[src/buck_seq_params.svh]
// Register offsets, field positions, reset values and timing counts for the buck sequencer.
`ifndef BUCK_SEQ_PARAMS_SVH
`define BUCK_SEQ_PARAMS_SVH
`define OFS_VOUT1        4'h0
`define OFS_VOUT2        4'h1
`define OFS_VOUT3        4'h2
`define OFS_SS1          4'h3
`define OFS_SS2          4'h4
`define OFS_SS3          4'h5
`define OFS_ILIM1        4'h6
`define OFS_ILIM2        4'h7
`define OFS_ILIM3        4'h8
`define OFS_FSW          4'h9
`define EXT_FB_BIT       7
`define VCODE_MSB        5
`define SS_CODE_MSB      2
`define DLY_CODE_MSB     6
`define DLY_CODE_LSB     4
`define ILIM_MSB         2
`define FSW_MSB          4
`define PHASE_MSB        6
`define PHASE_LSB        5
`define RST_VOUT         8'h00
`define RST_SS           8'h00
`define RST_ILIM         8'h00
`define RST_FSW          8'h07
`define DLY_STEP_SW      5000
`define SS_STEP_SW       500
`define PG_TIMER_SW      1000000
`define OSC_BASE_KHZ     300
`define OSC_STEP_KHZ     100
`define CLK_SYS_KHZ      25000
`endif

[src/buck_seq_pkg.sv]
// Types shared by the buck sequencer modules.
package buck_seq_pkg;
    typedef enum logic [1:0] {
        CH_OFF,
        CH_DELAY,
        CH_RAMP,
        CH_ON
    } ch_state_e;
    typedef logic [7:0] reg_byte_t;
endpackage

[src/buck_ch_if.sv]
// Signals between the sequencer top and one channel start-up sequencer.
`timescale 1ns/10ps
interface buck_ch_if;
    import buck_seq_pkg::*;
    logic      start;
    logic      sw_tick;
    logic [2:0] dly_code;
    logic [2:0] ss_code;
    ch_state_e state;
    logic      ramp_done;
    modport seq (input start, input sw_tick, input dly_code, input ss_code, output state, output ramp_done);
    modport top (output start, output sw_tick, output dly_code, output ss_code, input state, input ramp_done);
endinterface

[src/buck_seq_top.sv]
// Configuration registers and start-up sequencing for a three-channel buck controller.
// How it works
// - Output voltage registers 00h-02h, 6-bit code.
// - Bit 7 selects external feedback divider.
// - Frequency 300kHz to 2.2MHz, 100kHz steps.
// - Frequency code in low five bits, 09h.
// - Per-channel peak limit 1A-4A, 0.5A steps.
// - Current-limit codes at 06h, 07h, 08h.
// - Soft-start codes at 03h-05h, low bits.
// - Soft-start 0.5ms-4ms at 1MHz.
// - Soft-start 1ms-8ms at 500kHz.
// - Start needs enable high and select bit.
// - Delay codes in bits 6:4, 03h-05h.
// - Delay 0ms-35ms at 1MHz.
// - Delay 0ms-70ms at 500kHz.
// - Sync ignored until power good asserted.
// - Lock sync to 2.31MHz once all timers have expired.
// - Skip mode enables zero-current and skip together.
// - Skip comparator low current omits pulses.
// - Phase select in bits 6:5 of 09h.
// - Power good: low below 85%, high after timer.
`timescale 1ns/10ps
`include "buck_seq_params.svh"
module buck_seq_top #(
    parameter int PG_TIMER = `PG_TIMER_SW,
    parameter int DLY_STEP = `DLY_STEP_SW,
    parameter int SS_STEP  = `SS_STEP_SW
) (
    // Clock, reset and clock enable
    input  wire logic                    clk_sys,
    input  wire logic                    reset,
    input  wire logic                    clk_en,
    // Register access port from the serial interface
    input  wire logic                    reg_wr,
    input  wire logic [3:0]              reg_addr,
    input  wire buck_seq_pkg::reg_byte_t reg_wdata,
    output      buck_seq_pkg::reg_byte_t reg_rdata,
    // Control pins
    input  wire logic                    enable_pin,
    input  wire logic [2:0]              channel_select,
    input  wire logic                    sync_pin,
    input  wire logic                    pulse_skipping_mode,
    input  wire logic [2:0]              skip_low_current,
    input  wire logic [2:0]              above_90pct,
    input  wire logic [2:0]              below_85pct,
    // Per-channel and shared outputs to the analog loop
    output      logic [17:0]             vout_code,
    output      logic [2:0]              external_feedback_select,
    output      logic [8:0]              current_limit_code,
    output      logic [2:0]              channel_ramping,
    output      logic [2:0]              channel_running,
    output      logic [2:0]              zero_current_detector,
    output      logic [2:0]              skip_comparator_en,
    output      logic [2:0]              pulse_enable,
    output      logic [1:0]              phase_select,
    output      logic [4:0]              fsw_code,
    output      logic                    sw_clk,
    output      logic                    sync_locked,
    output      logic                    power_good_output
);
    import buck_seq_pkg::*;
    localparam int FSW_MAX_CODE = 19;
    reg_byte_t regs_q [10];
    // Pin synchronisers: first stage read only by the second.
    logic [8:0] pin_s1_q;
    logic [8:0] pin_s2_q;
    logic       en_s, sync_s, psm_s;
    logic [2:0] sel_s, skip_s;
    logic       sync_prev_q;
    logic       sync_rise;
    // Internal oscillator.
    logic [15:0] osc_cnt_q;
    logic [15:0] osc_half;
    logic [4:0]  fsw_eff;
    logic        osc_tick;
    logic        sw_clk_q;
    logic        sw_tick;
    logic        sync_mode_q;
    // Power good timer.
    logic [20:0] pg_cnt_q;
    logic        pg_q;
    logic        all_above;
    logic        any_below;
    logic        all_seq_done;
    logic [2:0]  ch_on;
    logic [2:0]  ch_ramp;
    assign all_above = &(above_90pct | ~sel_s);
    assign any_below = |(below_85pct & sel_s);
    always_ff @(posedge clk_sys) begin
        if (reset) begin
            pin_s1_q <= 9'h000;
            pin_s2_q <= 9'h000;
        end else if (clk_en) begin
            pin_s1_q <= {enable_pin, channel_select, sync_pin, pulse_skipping_mode, skip_low_current};
            pin_s2_q <= pin_s1_q;
        end
    end
    assign {en_s, sel_s, sync_s, psm_s, skip_s} = pin_s2_q;
    // Register file: writes to 00h-09h land in run-time registers; writes to other addresses are dropped.
    always_ff @(posedge clk_sys) begin
        if (reset) begin
            for (int i = 0; i < 3; i++) begin
                regs_q[i]   <= `RST_VOUT;
                regs_q[i+3] <= `RST_SS;
                regs_q[i+6] <= `RST_ILIM;
            end
            regs_q[9] <= `RST_FSW;
        end else if (clk_en && reg_wr && reg_addr <= `OFS_FSW) begin
            regs_q[reg_addr] <= reg_wdata;
        end
    end
    logic addr_ok;
    assign addr_ok = (reg_addr <= `OFS_FSW);
    assign reg_rdata = addr_ok ? regs_q[reg_addr] : 8'h00;
    genvar g;
    generate
        for (g = 0; g < 3; g++) begin : g_cfg
            assign vout_code[6*g +: 6] = regs_q[g][`VCODE_MSB:0];
            assign external_feedback_select[g] = regs_q[g][`EXT_FB_BIT];
            assign current_limit_code[3*g +: 3] = regs_q[g+6][`ILIM_MSB:0];
        end
    endgenerate
    assign fsw_code     = regs_q[9][`FSW_MSB:0];
    assign phase_select = regs_q[9][`PHASE_MSB:`PHASE_LSB];
    // Codes past 2.2MHz are clamped so the oscillator stays in range.
    assign fsw_eff  = (fsw_code > 5'(FSW_MAX_CODE)) ? 5'(FSW_MAX_CODE) : fsw_code;
    // Half period in system clocks: f = 300kHz + code*100kHz.
    assign osc_half = 16'(`CLK_SYS_KHZ / (2 * (`OSC_BASE_KHZ + `OSC_STEP_KHZ * int'(fsw_eff))));
    assign osc_tick = (osc_cnt_q + 16'h0001 >= osc_half);
    assign sync_rise = sync_s & ~sync_prev_q;
    // After lock the sync edge becomes the switching event; the channel and power good timers have expired by then.
    assign sw_tick  = sync_mode_q ? sync_rise : (osc_tick & sw_clk_q);
    assign sw_clk   = sync_mode_q ? sync_s : sw_clk_q;
    assign sync_locked = sync_mode_q;
    always_ff @(posedge clk_sys) begin
        if (reset) begin
            osc_cnt_q   <= 16'h0000;
            sw_clk_q    <= 1'b0;
            sync_prev_q <= 1'b0;
            sync_mode_q <= 1'b0;
        end else if (clk_en) begin
            sync_prev_q <= sync_s;
            if (osc_tick) begin
                osc_cnt_q <= 16'h0000;
                sw_clk_q  <= ~sw_clk_q;
            end else begin
                osc_cnt_q <= osc_cnt_q + 16'h0001;
            end
            // Sync is only honoured once power good is up, and dropped with it.
            if (!pg_q) begin
                sync_mode_q <= 1'b0;
            end else if (sync_rise) begin
                sync_mode_q <= 1'b1;
            end
        end
    end
    generate
        for (g = 0; g < 3; g++) begin : g_ch
            buck_ch_if chi ();
            assign chi.start    = en_s & sel_s[g];
            assign chi.sw_tick  = sw_tick;
            assign chi.ss_code  = regs_q[g+3][`SS_CODE_MSB:0];
            assign chi.dly_code = regs_q[g+3][`DLY_CODE_MSB:`DLY_CODE_LSB];
            assign ch_on[g]     = chi.ramp_done;
            assign ch_ramp[g]   = (chi.state == CH_RAMP);
            buck_ch_seq #(
                .DLY_STEP (DLY_STEP),
                .SS_STEP  (SS_STEP)
            ) u_seq (
                .clk_sys (clk_sys),
                .reset   (reset),
                .clk_en  (clk_en),
                .ch      (chi.seq)
            );
        end
    endgenerate
    assign channel_running = ch_on;
    assign channel_ramping = ch_ramp;
    assign all_seq_done    = en_s && (sel_s != 3'b000) && ((ch_on & sel_s) == sel_s);
    // Both light-load functions share one enable.
    assign zero_current_detector = (psm_s ? 3'b111 : 3'b000) & ch_on;
    assign skip_comparator_en    = (psm_s ? 3'b111 : 3'b000) & ch_on;
    assign pulse_enable = (ch_on | ch_ramp) & ~(skip_comparator_en & skip_s);
    // The reset timer runs in switching cycles at the internal rate; sync can only lock after it has expired.
    always_ff @(posedge clk_sys) begin
        if (reset) begin
            pg_cnt_q <= 21'h000000;
            pg_q     <= 1'b0;
        end else if (clk_en) begin
            if (any_below || !all_seq_done) begin
                pg_cnt_q <= 21'h000000;
                pg_q     <= 1'b0;
            end else if (all_above && pg_cnt_q >= 21'(PG_TIMER)) begin
                pg_q <= 1'b1;
            end else if (all_above && sw_tick) begin
                pg_cnt_q <= pg_cnt_q + 21'h000001;
            end
        end
    end
    assign power_good_output = pg_q;
endmodule

[src/buck_ch_seq.sv]
// One channel start-up sequencer: delay, then soft-start ramp, counted in switching cycles.
`timescale 1ns/10ps
`include "buck_seq_params.svh"
module buck_ch_seq #(
    parameter int DLY_STEP = `DLY_STEP_SW,
    parameter int SS_STEP  = `SS_STEP_SW
) (
    // Clock and reset
    input  wire logic   clk_sys,
    input  wire logic   reset,
    input  wire logic   clk_en,
    // Channel link
    buck_ch_if.seq      ch
);
    import buck_seq_pkg::*;
    ch_state_e   state_q;
    logic [19:0] cnt_q;
    logic [19:0] dly_len;
    logic [19:0] ss_len;
    // Delay is code*step; soft-start is (code+1)*step.
    assign dly_len = 20'(ch.dly_code * DLY_STEP);
    assign ss_len  = 20'((ch.ss_code + 4'd1) * SS_STEP);
    assign ch.state     = state_q;
    assign ch.ramp_done = (state_q == CH_ON);
    always_ff @(posedge clk_sys) begin
        if (reset) begin
            state_q <= CH_OFF;
            cnt_q   <= 20'h00000;
        end else if (clk_en) begin
            if (!ch.start) begin
                state_q <= CH_OFF;
                cnt_q   <= 20'h00000;
            end else begin
                case (state_q)
                    CH_OFF: begin
                        state_q <= CH_DELAY;
                        cnt_q   <= 20'h00000;
                    end
                    CH_DELAY: begin
                        if (cnt_q >= dly_len) begin
                            state_q <= CH_RAMP;
                            cnt_q   <= 20'h00000;
                        end else if (ch.sw_tick) begin
                            cnt_q <= cnt_q + 20'h00001;
                        end
                    end
                    CH_RAMP: begin
                        if (cnt_q >= ss_len) begin
                            state_q <= CH_ON;
                        end else if (ch.sw_tick) begin
                            cnt_q <= cnt_q + 20'h00001;
                        end
                    end
                    default: state_q <= CH_ON;
                endcase
            end
        end
    end
endmodule

[config.mk]
export PLATFORM = sky130hd
export DESIGN_NAME = buck_seq_top
export DESIGN_NICKNAME = d
export VERILOG_FILES = /design/src/buck_seq_pkg.sv /design/src/buck_ch_if.sv /design/src/buck_seq_top.sv /design/src/buck_ch_seq.sv
export VERILOG_INCLUDE_DIRS = /design/src /design/src/src
export SDC_FILE = /design/constraint.sdc
export NUM_CORES = 1
export LEC_CHECK = 0
export BUFFER_PORTS_ARGS = -buffer_cell sky130_fd_sc_hd__buf_2
export CELL_PAD_IN_SITES_DETAIL_PLACEMENT = 1
export CELL_PAD_IN_SITES_GLOBAL_PLACEMENT = 1
export CORE_AREA = 2 2 295 297
export DETAILED_ROUTE_END_ITERATION = 10
export DIE_AREA = 0 0 297 299
export PLACE_DENSITY_LB_ADDON = 0.1
export SYNTH_ARGS = -nofsm -noshare
export SYNTH_HDL_FRONTEND = slang
export SYNTH_SLANG_ARGS = --single-unit
[constraint.sdc]
create_clock -name clk_sys -period 84.6 [get_ports clk_sys]
set_input_delay 16.92 -clock clk_sys [delete_from_list [all_inputs] [get_ports clk_sys]]
set_output_delay 16.92 -clock clk_sys [all_outputs]
set_load 0.02 [all_outputs]
After elaboration in Yosys (flattened, before gate mapping)
Memory sizes are Yosys's and may differ from the RTL's.
Index checks and enable logic that the tools add are counted.
{ "totals": {"elab_cells": 157, "inputBits": 31, "register_bits": 125, "ramBits": 80, "memories": 1, "output_inout_bits": 63} }
{ "memory_table": {"columns": ["memory", "depth", "word_bits", "read_ports", "rd_ports_with_merged_regs", "wr", "line_no", "rtl"], "rows": [
  ["regs_q", 10, 8, 11, 0, 10, "buck_seq_top.sv:63", "reg_byte_t regs_q [10];"]
]} }
{ "classes": {"n_mul": 7, "reduce_logical": 27, "bitwise": 16, "addsub": 9, "n_lt_le_gt_ge": 10, "n_div": 1, "n_eq_ne": 24, "mux": 48} }
{ "ops": {"columns": ["operator", "n"], "rows": [
  ["2-to-1 mux 20 bit", 12],
  ["case mux 20 bit (3 select lines)", 3],
  ["multiplier 32 x 7 -> 18 bit (second input constant)", 3],
  ["2-to-1 mux 21 bit", 3],
  ["adder 20 x 1 -> 20 bit (second input constant)", 3],
  ["greater-or-equal comparator 20 x 16 -> 1 bit", 3],
  ["greater-or-equal comparator 20 bit", 3],
  ["multiplier 3 x 10 -> 13 bit (second input constant)", 3],
  ["divider 16 x 32 -> 32 bit (first input constant)", 1],
  ["!= test 3 bit (second input constant)", 9],
  ["AND reduction 3 bit", 8],
  ["adder 21 x 1 -> 21 bit (second input constant)", 1],
  ["greater-or-equal comparator 21 x 20 -> 1 bit (second input constant)", 1],
  ["2-to-1 mux 2 bit", 9],
  ["case mux 2 bit (3 select lines)", 3],
  ["adder 16 x 1 -> 16 bit (second input constant)", 1],
  ["greater-or-equal comparator 16 bit", 1],
  ["2-to-1 mux 16 bit", 1],
  ["2-to-1 mux 8 bit", 2],
  ["bitwise AND 3 bit", 5],
  ["adder 9 x 12 -> 13 bit (first input constant)", 1],
  ["adder 3 x 1 -> 4 bit (second input constant)", 3],
  ["== test 2 bit (second input constant)", 6],
  ["2-to-1 mux 1 bit", 12],
  ["23 further kinds", 45]
]} }

Depth between registers and ports, before layout
Gate-level depths: netlist of the first run.
An unclocked memory read counts as a cell.
{ "logic_depth": {"ltp_word": 13, "depth_mapped": 442, "depth_no_buf": 404} }

Cells and area by module
From an unflattened synthesis of the first run, not the netlist that was laid out.
{ "unflattened": {"hier_cells": 4704, "area_unflattened_um2": 35160.0} }
{ "modules_own_cells": {"columns": ["module", "cells_each", "instances", "seq_area_each_um2", "area_each_um2"], "rows": [
  ["buck_seq_top", 3813, 1, 3583.4, 27735.4],
  ["buck_ch_seq", 297, 3, 440.4, 2474.9]
]} }

Worst setup path after synthesis of the first run
OpenSTA, ideal clock, no wires.
{ "synth_timing": {"path_kind": "register -> register", "startpoint": "memory regs_q[9][0] (netlist bit)", "endpoint": "register pg_cnt_q[17]", "path_buffers": 46, "required_ns": 84.472, "setup_time_ns": 0.128, "path_stages_with_launch": 433, "synth_period_minus_slack_ns": 76.076, "arrival_time_ns": 75.948, "slack_ns": 8.524, "path_cell_list": "edfxtp_1 -> clkbuf_1 -> clkbuf_1 -> nor2_1 -> inv_1 -> clkbuf_1 -> clkbuf_1 -> clkbuf_1 -> buf_1 -> buf_1 -> buf_1 -> ha_1 -> ha_1 -> inv_1 -> fa_1 -> nor2b_1 -> o211ai_1 -> nor3_1 -> (+397 left out) -> a21oi_1 -> nor2b_1 -> o21ai_0 -> nand2b_1 -> a21o_1 -> nand2_1 -> nor2_1 -> a21oi_1 -> or4_1 -> and2_1 -> nor2b_1 -> and3_1 -> nand2_1 -> nor2_1 -> and3_1 -> nand2_1 -> xor2_1 -> nor2_1"} }
{ "synth_rtl": {"columns": ["item", "line_no", "rtl"], "rows": [
  ["start, declared", "buck_seq_top.sv:63", null],
  ["end signal, assigned", "buck_seq_top.sv:196", "pg_cnt_q <= pg_cnt_q + 21'h000001;"],
  ["end, declared", "buck_seq_top.sv:80", "logic [20:0] pg_cnt_q;"]
]} }

==> results of run 1 <==
==> logic make-up after synthesis <==
logic type,Yosys count
other,1
muxes,147
adders and majority gates,444
xor gates and xnor gates,299
AOI/OAI and AO/OA,1379
DFF,205
buffers and inverters,403
and+or+nand+nor,1707
==> critical path: cells and delay by family (launching register included) <==
| kind | cells | cell delay (ns) |
|---|---|---|
| compound gates | 208 | 40.22 |
| fa+ha+maj | 30 | 9.79 |
| flops | 1 | 0.52 |
| simple gates | 130 | 20.99 |
| mux | 4 | 1.05 |
| buf+inv | 25 | 4.39 |
| xor+xnor | 2 | 0.43 |
==> metrics by stage <==
step | hold WS, ns | area, µm² | util | setup WS, ns | setup TNS, ns
2_1_floorplan | 0.437 | 35000 | - | 8.52 | 0
3_3_place_gp | 0.458 | 36300 | 0.422 | 1.26 | 0
3_5_place_dp | 0.465 | 36300 | 0.422 | -1.09 | -40.65
4_1_cts | 0.475 | 37000 | 0.431 | 0.211 | 0
5_1_grt | 0.509 | 37600 | 0.438 | -0.153 | -0.297
6_report | 0.477 | 37600 | 0.438 | 6.82 | 0
==> how the worst max path moves through the flow <==
stage,startpoint,to,slack (ns),cells after the start
2_1_floorplan,regs_q[9][0],pg_cnt_q[17],8.52,432
3_3_place_gp,regs_q[9][4],g_ch[1].u_seq.cnt_q[13],1.26,393
3_5_place_dp,regs_q[9][4],g_ch[1].u_seq.cnt_q[13],-1.09,395
4_1_cts,regs_q[9][4],pg_cnt_q[17],0.21,401
5_1_grt,regs_q[9][2],pg_cnt_q[17],-0.15,401
6_report,regs_q[9][2],pg_cnt_q[17],6.82,399
==> flip-flops by register name, indices dropped and copies added, names as in the netlist <==
signal	count
pg_cnt_q	21
pin_s2_q	9
pin_s1_q	9
osc_cnt_q	16
sync_prev_q	1
power_good_output	1
sync_locked	1
sw_clk_q	1
regs_q	80
g_ch.u_seq.cnt_q	60
g_ch.u_seq.ch.state	6
==> routing by layer <==
metal  part of all wire  vias up
met5                  0        -
met4              0.017        0
met3              0.029      122
met2               0.47      558
met1               0.48    16900
li1                   -    16900
==> layout by cell type (no fill, tap or decap), types with 80 or more instances in the layout <==
cell type    n
nor2_1     458
ha_1       414
a21oi_1    356
nand2_1    327
o21ai_0    272
inv_1      210
xnor2_1    172
a21o_1     153
nand3_1    134
and2_1     126
dfxtp_1    125
xor2_1     119
nor3_1     110
nand2b_1    95
buf_2       93
buf_4       82
edfxtp_1    80
==> cell type report <==
type,instances,area share
clock inverters,10,0.00279
repair buffers,175,0.0287
clock buffers,28,0.0152
flip-flops and latches,205,0.130
multi-input cells,3980,0.761
inverters,227,0.0234
well taps,1155,0.0384
==> repair_timing <==
action / in CTS / in global routing
gates resized for setup: 5 / 78
endpoints found under the setup margin: 90 / 98
pin swaps: 1 / 5
gates cloned: 0 / 2
buffers inserted: 6 / 37
==> results_dict.tcl, run 1 <==
set metrics [dict create \
    critPathArrivalTime_ns 78.14 \
    clock_latency_ns 0.53 \
    grt_pass1_vias 34600 \
    ys_ff_latch 205 \
    r2r_slack_ns 6.82 \
    numPortBuffers 93 \
    hp-class "register to register" \
    grt.met3_usage 0.0113 \
    synth_top_area_cell "ha_1" \
    ctsHoldBuffers 0 \
    cp_max_fo 25 \
    use_met2 0.446 \
    wl_mm 120 \
    finalClockSkew_ns 0.0370 \
    finalCritPeriodShare 0.919 \
    place_congestion 0.887 \
    slew_headroom 0.277 \
    die_x_um 297 \
    synth.avg_cell_area_um2 7.62 \
    whs_path_depth 2 \
    synthToLayoutAreaGrowth_pct 7.66 \
    synth_commonest_cells "nor2_1 (463), ha_1 (414), a21oi_1 (364)" \
    cts_root_buf "clkbuf_16" \
    crit_required_ns 84.96 \
    cp_common_cell "a21o_1" \
    antenna_found_initial 0 \
    endpoint_kind "register" \
    die-area_um2 88800 \
    final-max-slew-violation-count 0 \
    clock_path_buffers 3 \
    first_pass_iters 5 \
    drt_iter0_markers 1890 \
    synthFlopType "dfxtp_1" \
    die_h_um 299 \
    ys_top_cells_by_area "ha_1 (15%), dfxtp_1 (7.2%), edfxtp_1 (6.9%)" \
    stdcell_count 5780 \
    drc 0 \
    path_clk_slew_ns 0.07 \
    postRouteAntennaNets 0 \
    synth_mux_area_frac 0.0508 \
    status "completed" \
    cts_tree "done" \
    grt_most_used_layer "met2" \
    cpPeakStageDelay_ns 0.52 \
    max_freq_mhz 12.9 \
    cts-buffers-inserted 21 \
    r2r_cells 399 \
    synthXorXnorAreaFrac 0.0756 \
    fp-row-count 108 \
    ff_latch_area_um2 4900 \
    nFillCells 10800 \
    gr-usage-met1 0.363 \
    post_drt_wl_per_cell_um 20.7 \
    period_minus_slack_ns 77.78 \
    num_vias 34500 \
    clock_sinks 205 \
    yosys.area_share.simple 0.251 \
    seq_area_frac_synth 0.140 \
    io_pins 94 \
    fin_nets 5085 \
    synth.most_common_cell "nor2_1" \
    syn-instance-count 4585 \
    synth_area_um2 35000 \
    hpwl_mm 93.3 \
    crit-reg2reg-launch "regs_q[9][2]" \
    yosys.area.top_type_share 0.148 \
    synth_cell_type_count 138 \
    hold_violations 0 \
    vias_per_cell 5.96 \
    setup_viol 0 \
    synth_fa_ha_area_frac 0.165 \
    synth_compound_area_frac 0.267 \
    cap_violations 0 \
    diodes 0 \
    min_from "g_ch[2].u_seq.cnt_q[16]" \
    synth_edf_count 80 \
    start_util 0.407 \
    grt_max_degree 60 \
    holdPathEnd "g_ch[2].u_seq.cnt_q[16]" \
    core_um2 85900 \
    grt_pass1_wl_mm 191 \
    cpMaxStageDelayCell "edfxtp_1" \
    tightest_slew_ns 1.06 \
    grt.overflow.total 0 \
    synth_top_family_by_area "compound AO/OA/AOI/OAI gates" \
    async_flop_share 0 \
    ys_warn_count 0 \
    final_layout_size_suffix_gt1_frac 0.109 \
    worstSetupPathType "register to register" \
    start_kind "register" \
    multi_input_area_um2 28600 \
    track_usage 0.260 \
    dp_cells 5697 \
    r2r-end "pg_cnt_q[17]" \
    cts-htree-levels 1 \
]
Power of run 1 is left out: the tool's default activity adds up to more than one toggle a clock period on the data nets, which glitch-free logic cannot reach.
==> run 2: changes to the inputs <==
--- a/config.mk
+++ b/config.mk
@@ -12,7 +12,9 @@
 export CORE_AREA = 2 2 295 297
 export DETAILED_ROUTE_END_ITERATION = 10
 export DIE_AREA = 0 0 297 299
+export GPL_TIMING_DRIVEN = 0
 export PLACE_DENSITY_LB_ADDON = 0.1
+export SKIP_LAST_GASP = 1
 export SYNTH_ARGS = -nofsm -noshare
 export SYNTH_HDL_FRONTEND = slang
 export SYNTH_SLANG_ARGS = --single-unit
==> run 2 against run 1 <==
- final cell count rose by 2.7%
- setup slack got worse by 1.2 ns
- via count rose by 1.1%
- register-to-register slack got worse by 1.2 ns
- critical path type unchanged
- highest routed layer unchanged
==> results_dict.tcl, run 2 (synthesized netlist as in run 1, its figures left out) <==
set metrics [dict create \
    vias_per_cell 5.87 \
    clock_sinks 205 \
    top_register "regs_q" \
    hpwl_mm 95.5 \
    antenna_found_initial 2 \
    cts_tree "done" \
    start_kind "register" \
    finalCritPeriodShare 0.933 \
    grt_pass1_vias 35100 \
    drt_iter0_markers 1501 \
    cts_root_buf "clkbuf_16" \
    die-area_um2 88800 \
    first_pass_iters 5 \
    place_congestion 0.847 \
    worstSetupPathType "register to register" \
    postRouteAntennaNets 0 \
    stdcell_count 5936 \
    setup_viol 0 \
    use_met2 0.469 \
    num_vias 34800 \
    hp-class "register to register" \
    grt_pass1_wl_mm 192 \
    clock_path_buffers 3 \
    grt.overflow.total 0 \
    whs_ns 0.469 \
    period_minus_slack_ns 78.95 \
    fin_nets 5243 \
    post_drt_wl_per_cell_um 20.3 \
    max_freq_mhz 12.7 \
    wl_mm 120 \
    cp_num_buf_inv 57 \
    r2r_cells 420 \
    crit_family "compound AO/OA/AOI/OAI gates" \
    critPathArrivalTime_ns 79.36 \
    layout_common_cells "nor2_1 (454), ha_1 (409), a21oi_1 (345), nand2_1 (322), o21ai_0 (259)" \
    diodes 0 \
    die_h_um 299 \
    cp_max_fo 18 \
    grt_max_degree 31 \
    dp_cells 5844 \
    largest_reg_flops 80 \
    cts-htree-levels 1 \
    ctsHoldBuffers 0 \
    cap_violations 0 \
    drc 0 \
    core_um2 85900 \
    hold_violations 0 \
    path_clk_slew_ns 0.07 \
    die_x_um 297 \
    synthToLayoutAreaGrowth_pct 11.9 \
    grt_most_used_layer "met2" \
    clock_latency_ns 0.53 \
    cp.depth 420 \
    final_layout_size_suffix_gt1_frac 0.136 \
    status "completed" \
    crit_required_ns 85.01 \
    cts-buffers-inserted 21 \
    nFillCells 10800 \
    endpoint_kind "register" \
    io_pins 94 \
    numPortBuffers 91 \
    final_common_cell "nor2_1" \
    cpMaxStageDelayCell "nor3_1" \
    final-max-slew-violation-count 0 \
    slew_headroom 0.208 \
    whs_path_depth 2 \
    cpPeakStageDelay_ns 0.91 \
    track_usage 0.262 \
    start_util 0.407 \
    gr-usage-met1 0.335 \
    cp_common_cell "a21o_1" \
    finalClockSkew_ns 0.0286 \
    tightest_slew_ns 1.18 \
    reg.largest.list "regs_q: 80 flops, g_ch.u_seq.cnt_q: 60 flops, pg_cnt_q: 21 flops" \
    fp-row-count 108 \
    grt.met3_usage 0.0241 \
]
run 2: layer usage:
metal  part of all wire  vias to the layer above  wire (µm)
met1               0.45                    17000      54500
met4              0.026                        0       3080
met5                  0                        -          0
li1                   -                    17200          -
met2               0.49                      503      58700
met3              0.034                      138       4150
run 2: worst min-delay path, cell delays in order, from the launching register on:
cell,delay (ns)
dfxtp_1,0.31
inv_1,0.06
a21oi_1,0.05
run 2: per-stage QoR:
step | TNS [ns] | worst slack (ns) | utilization | cell area (µm²)
floorplan | 0 | 8.52 | - | 35000
global placement | -1626.54 | -17.15 | 0.429 | 36900
detailed placement | -1520.85 | -16.09 | 0.431 | 37000
CTS | 0 | 0.240 | 0.445 | 38300
global route | -1.60 | -0.224 | 0.455 | 39100
finish | 0 | 5.65 | 0.455 | 39100
run 2: path summary, 6_finish.rpt:
check | start | end | slack [ns]
max | regs_q[9][0] | g_ch[2].u_seq.cnt_q[5] | 5.65
min | g_ch[2].u_seq.cnt_q[16] | g_ch[2].u_seq.cnt_q[16] | 0.47
max reg2reg | regs_q[9][0] | g_ch[2].u_seq.cnt_q[5] | 5.65
min reg2reg | g_ch[2].u_seq.cnt_q[16] | g_ch[2].u_seq.cnt_q[16] | 0.47
run 2: final cells by class:
| cell class | instances | area (µm²) | area share |
|---|---|---|---|
| sequential | 205 | 4900 | 0.125 |
| multi-input combinational | 3978 | 29000 | 0.741 |
| buffer | 170 | 1090 | 0.0279 |
| timing repair buffer | 165 | 1100 | 0.0280 |
| inverter | 227 | 880 | 0.0225 |
| tap | 1155 | 1450 | 0.0369 |
| clock inverter | 8 | 128 | 0.00326 |
| clock buffer | 28 | 572 | 0.0146 |
run 2: what timing repair did:
item	4_1_cts	5_1_grt
setup buffers	19	42
endpoints found under the hold margin	0	0
endpoints found under the setup margin	98	98
pin swaps	7	22
gates resized for setup	125	174
Power of run 2 is left out for the same reason.
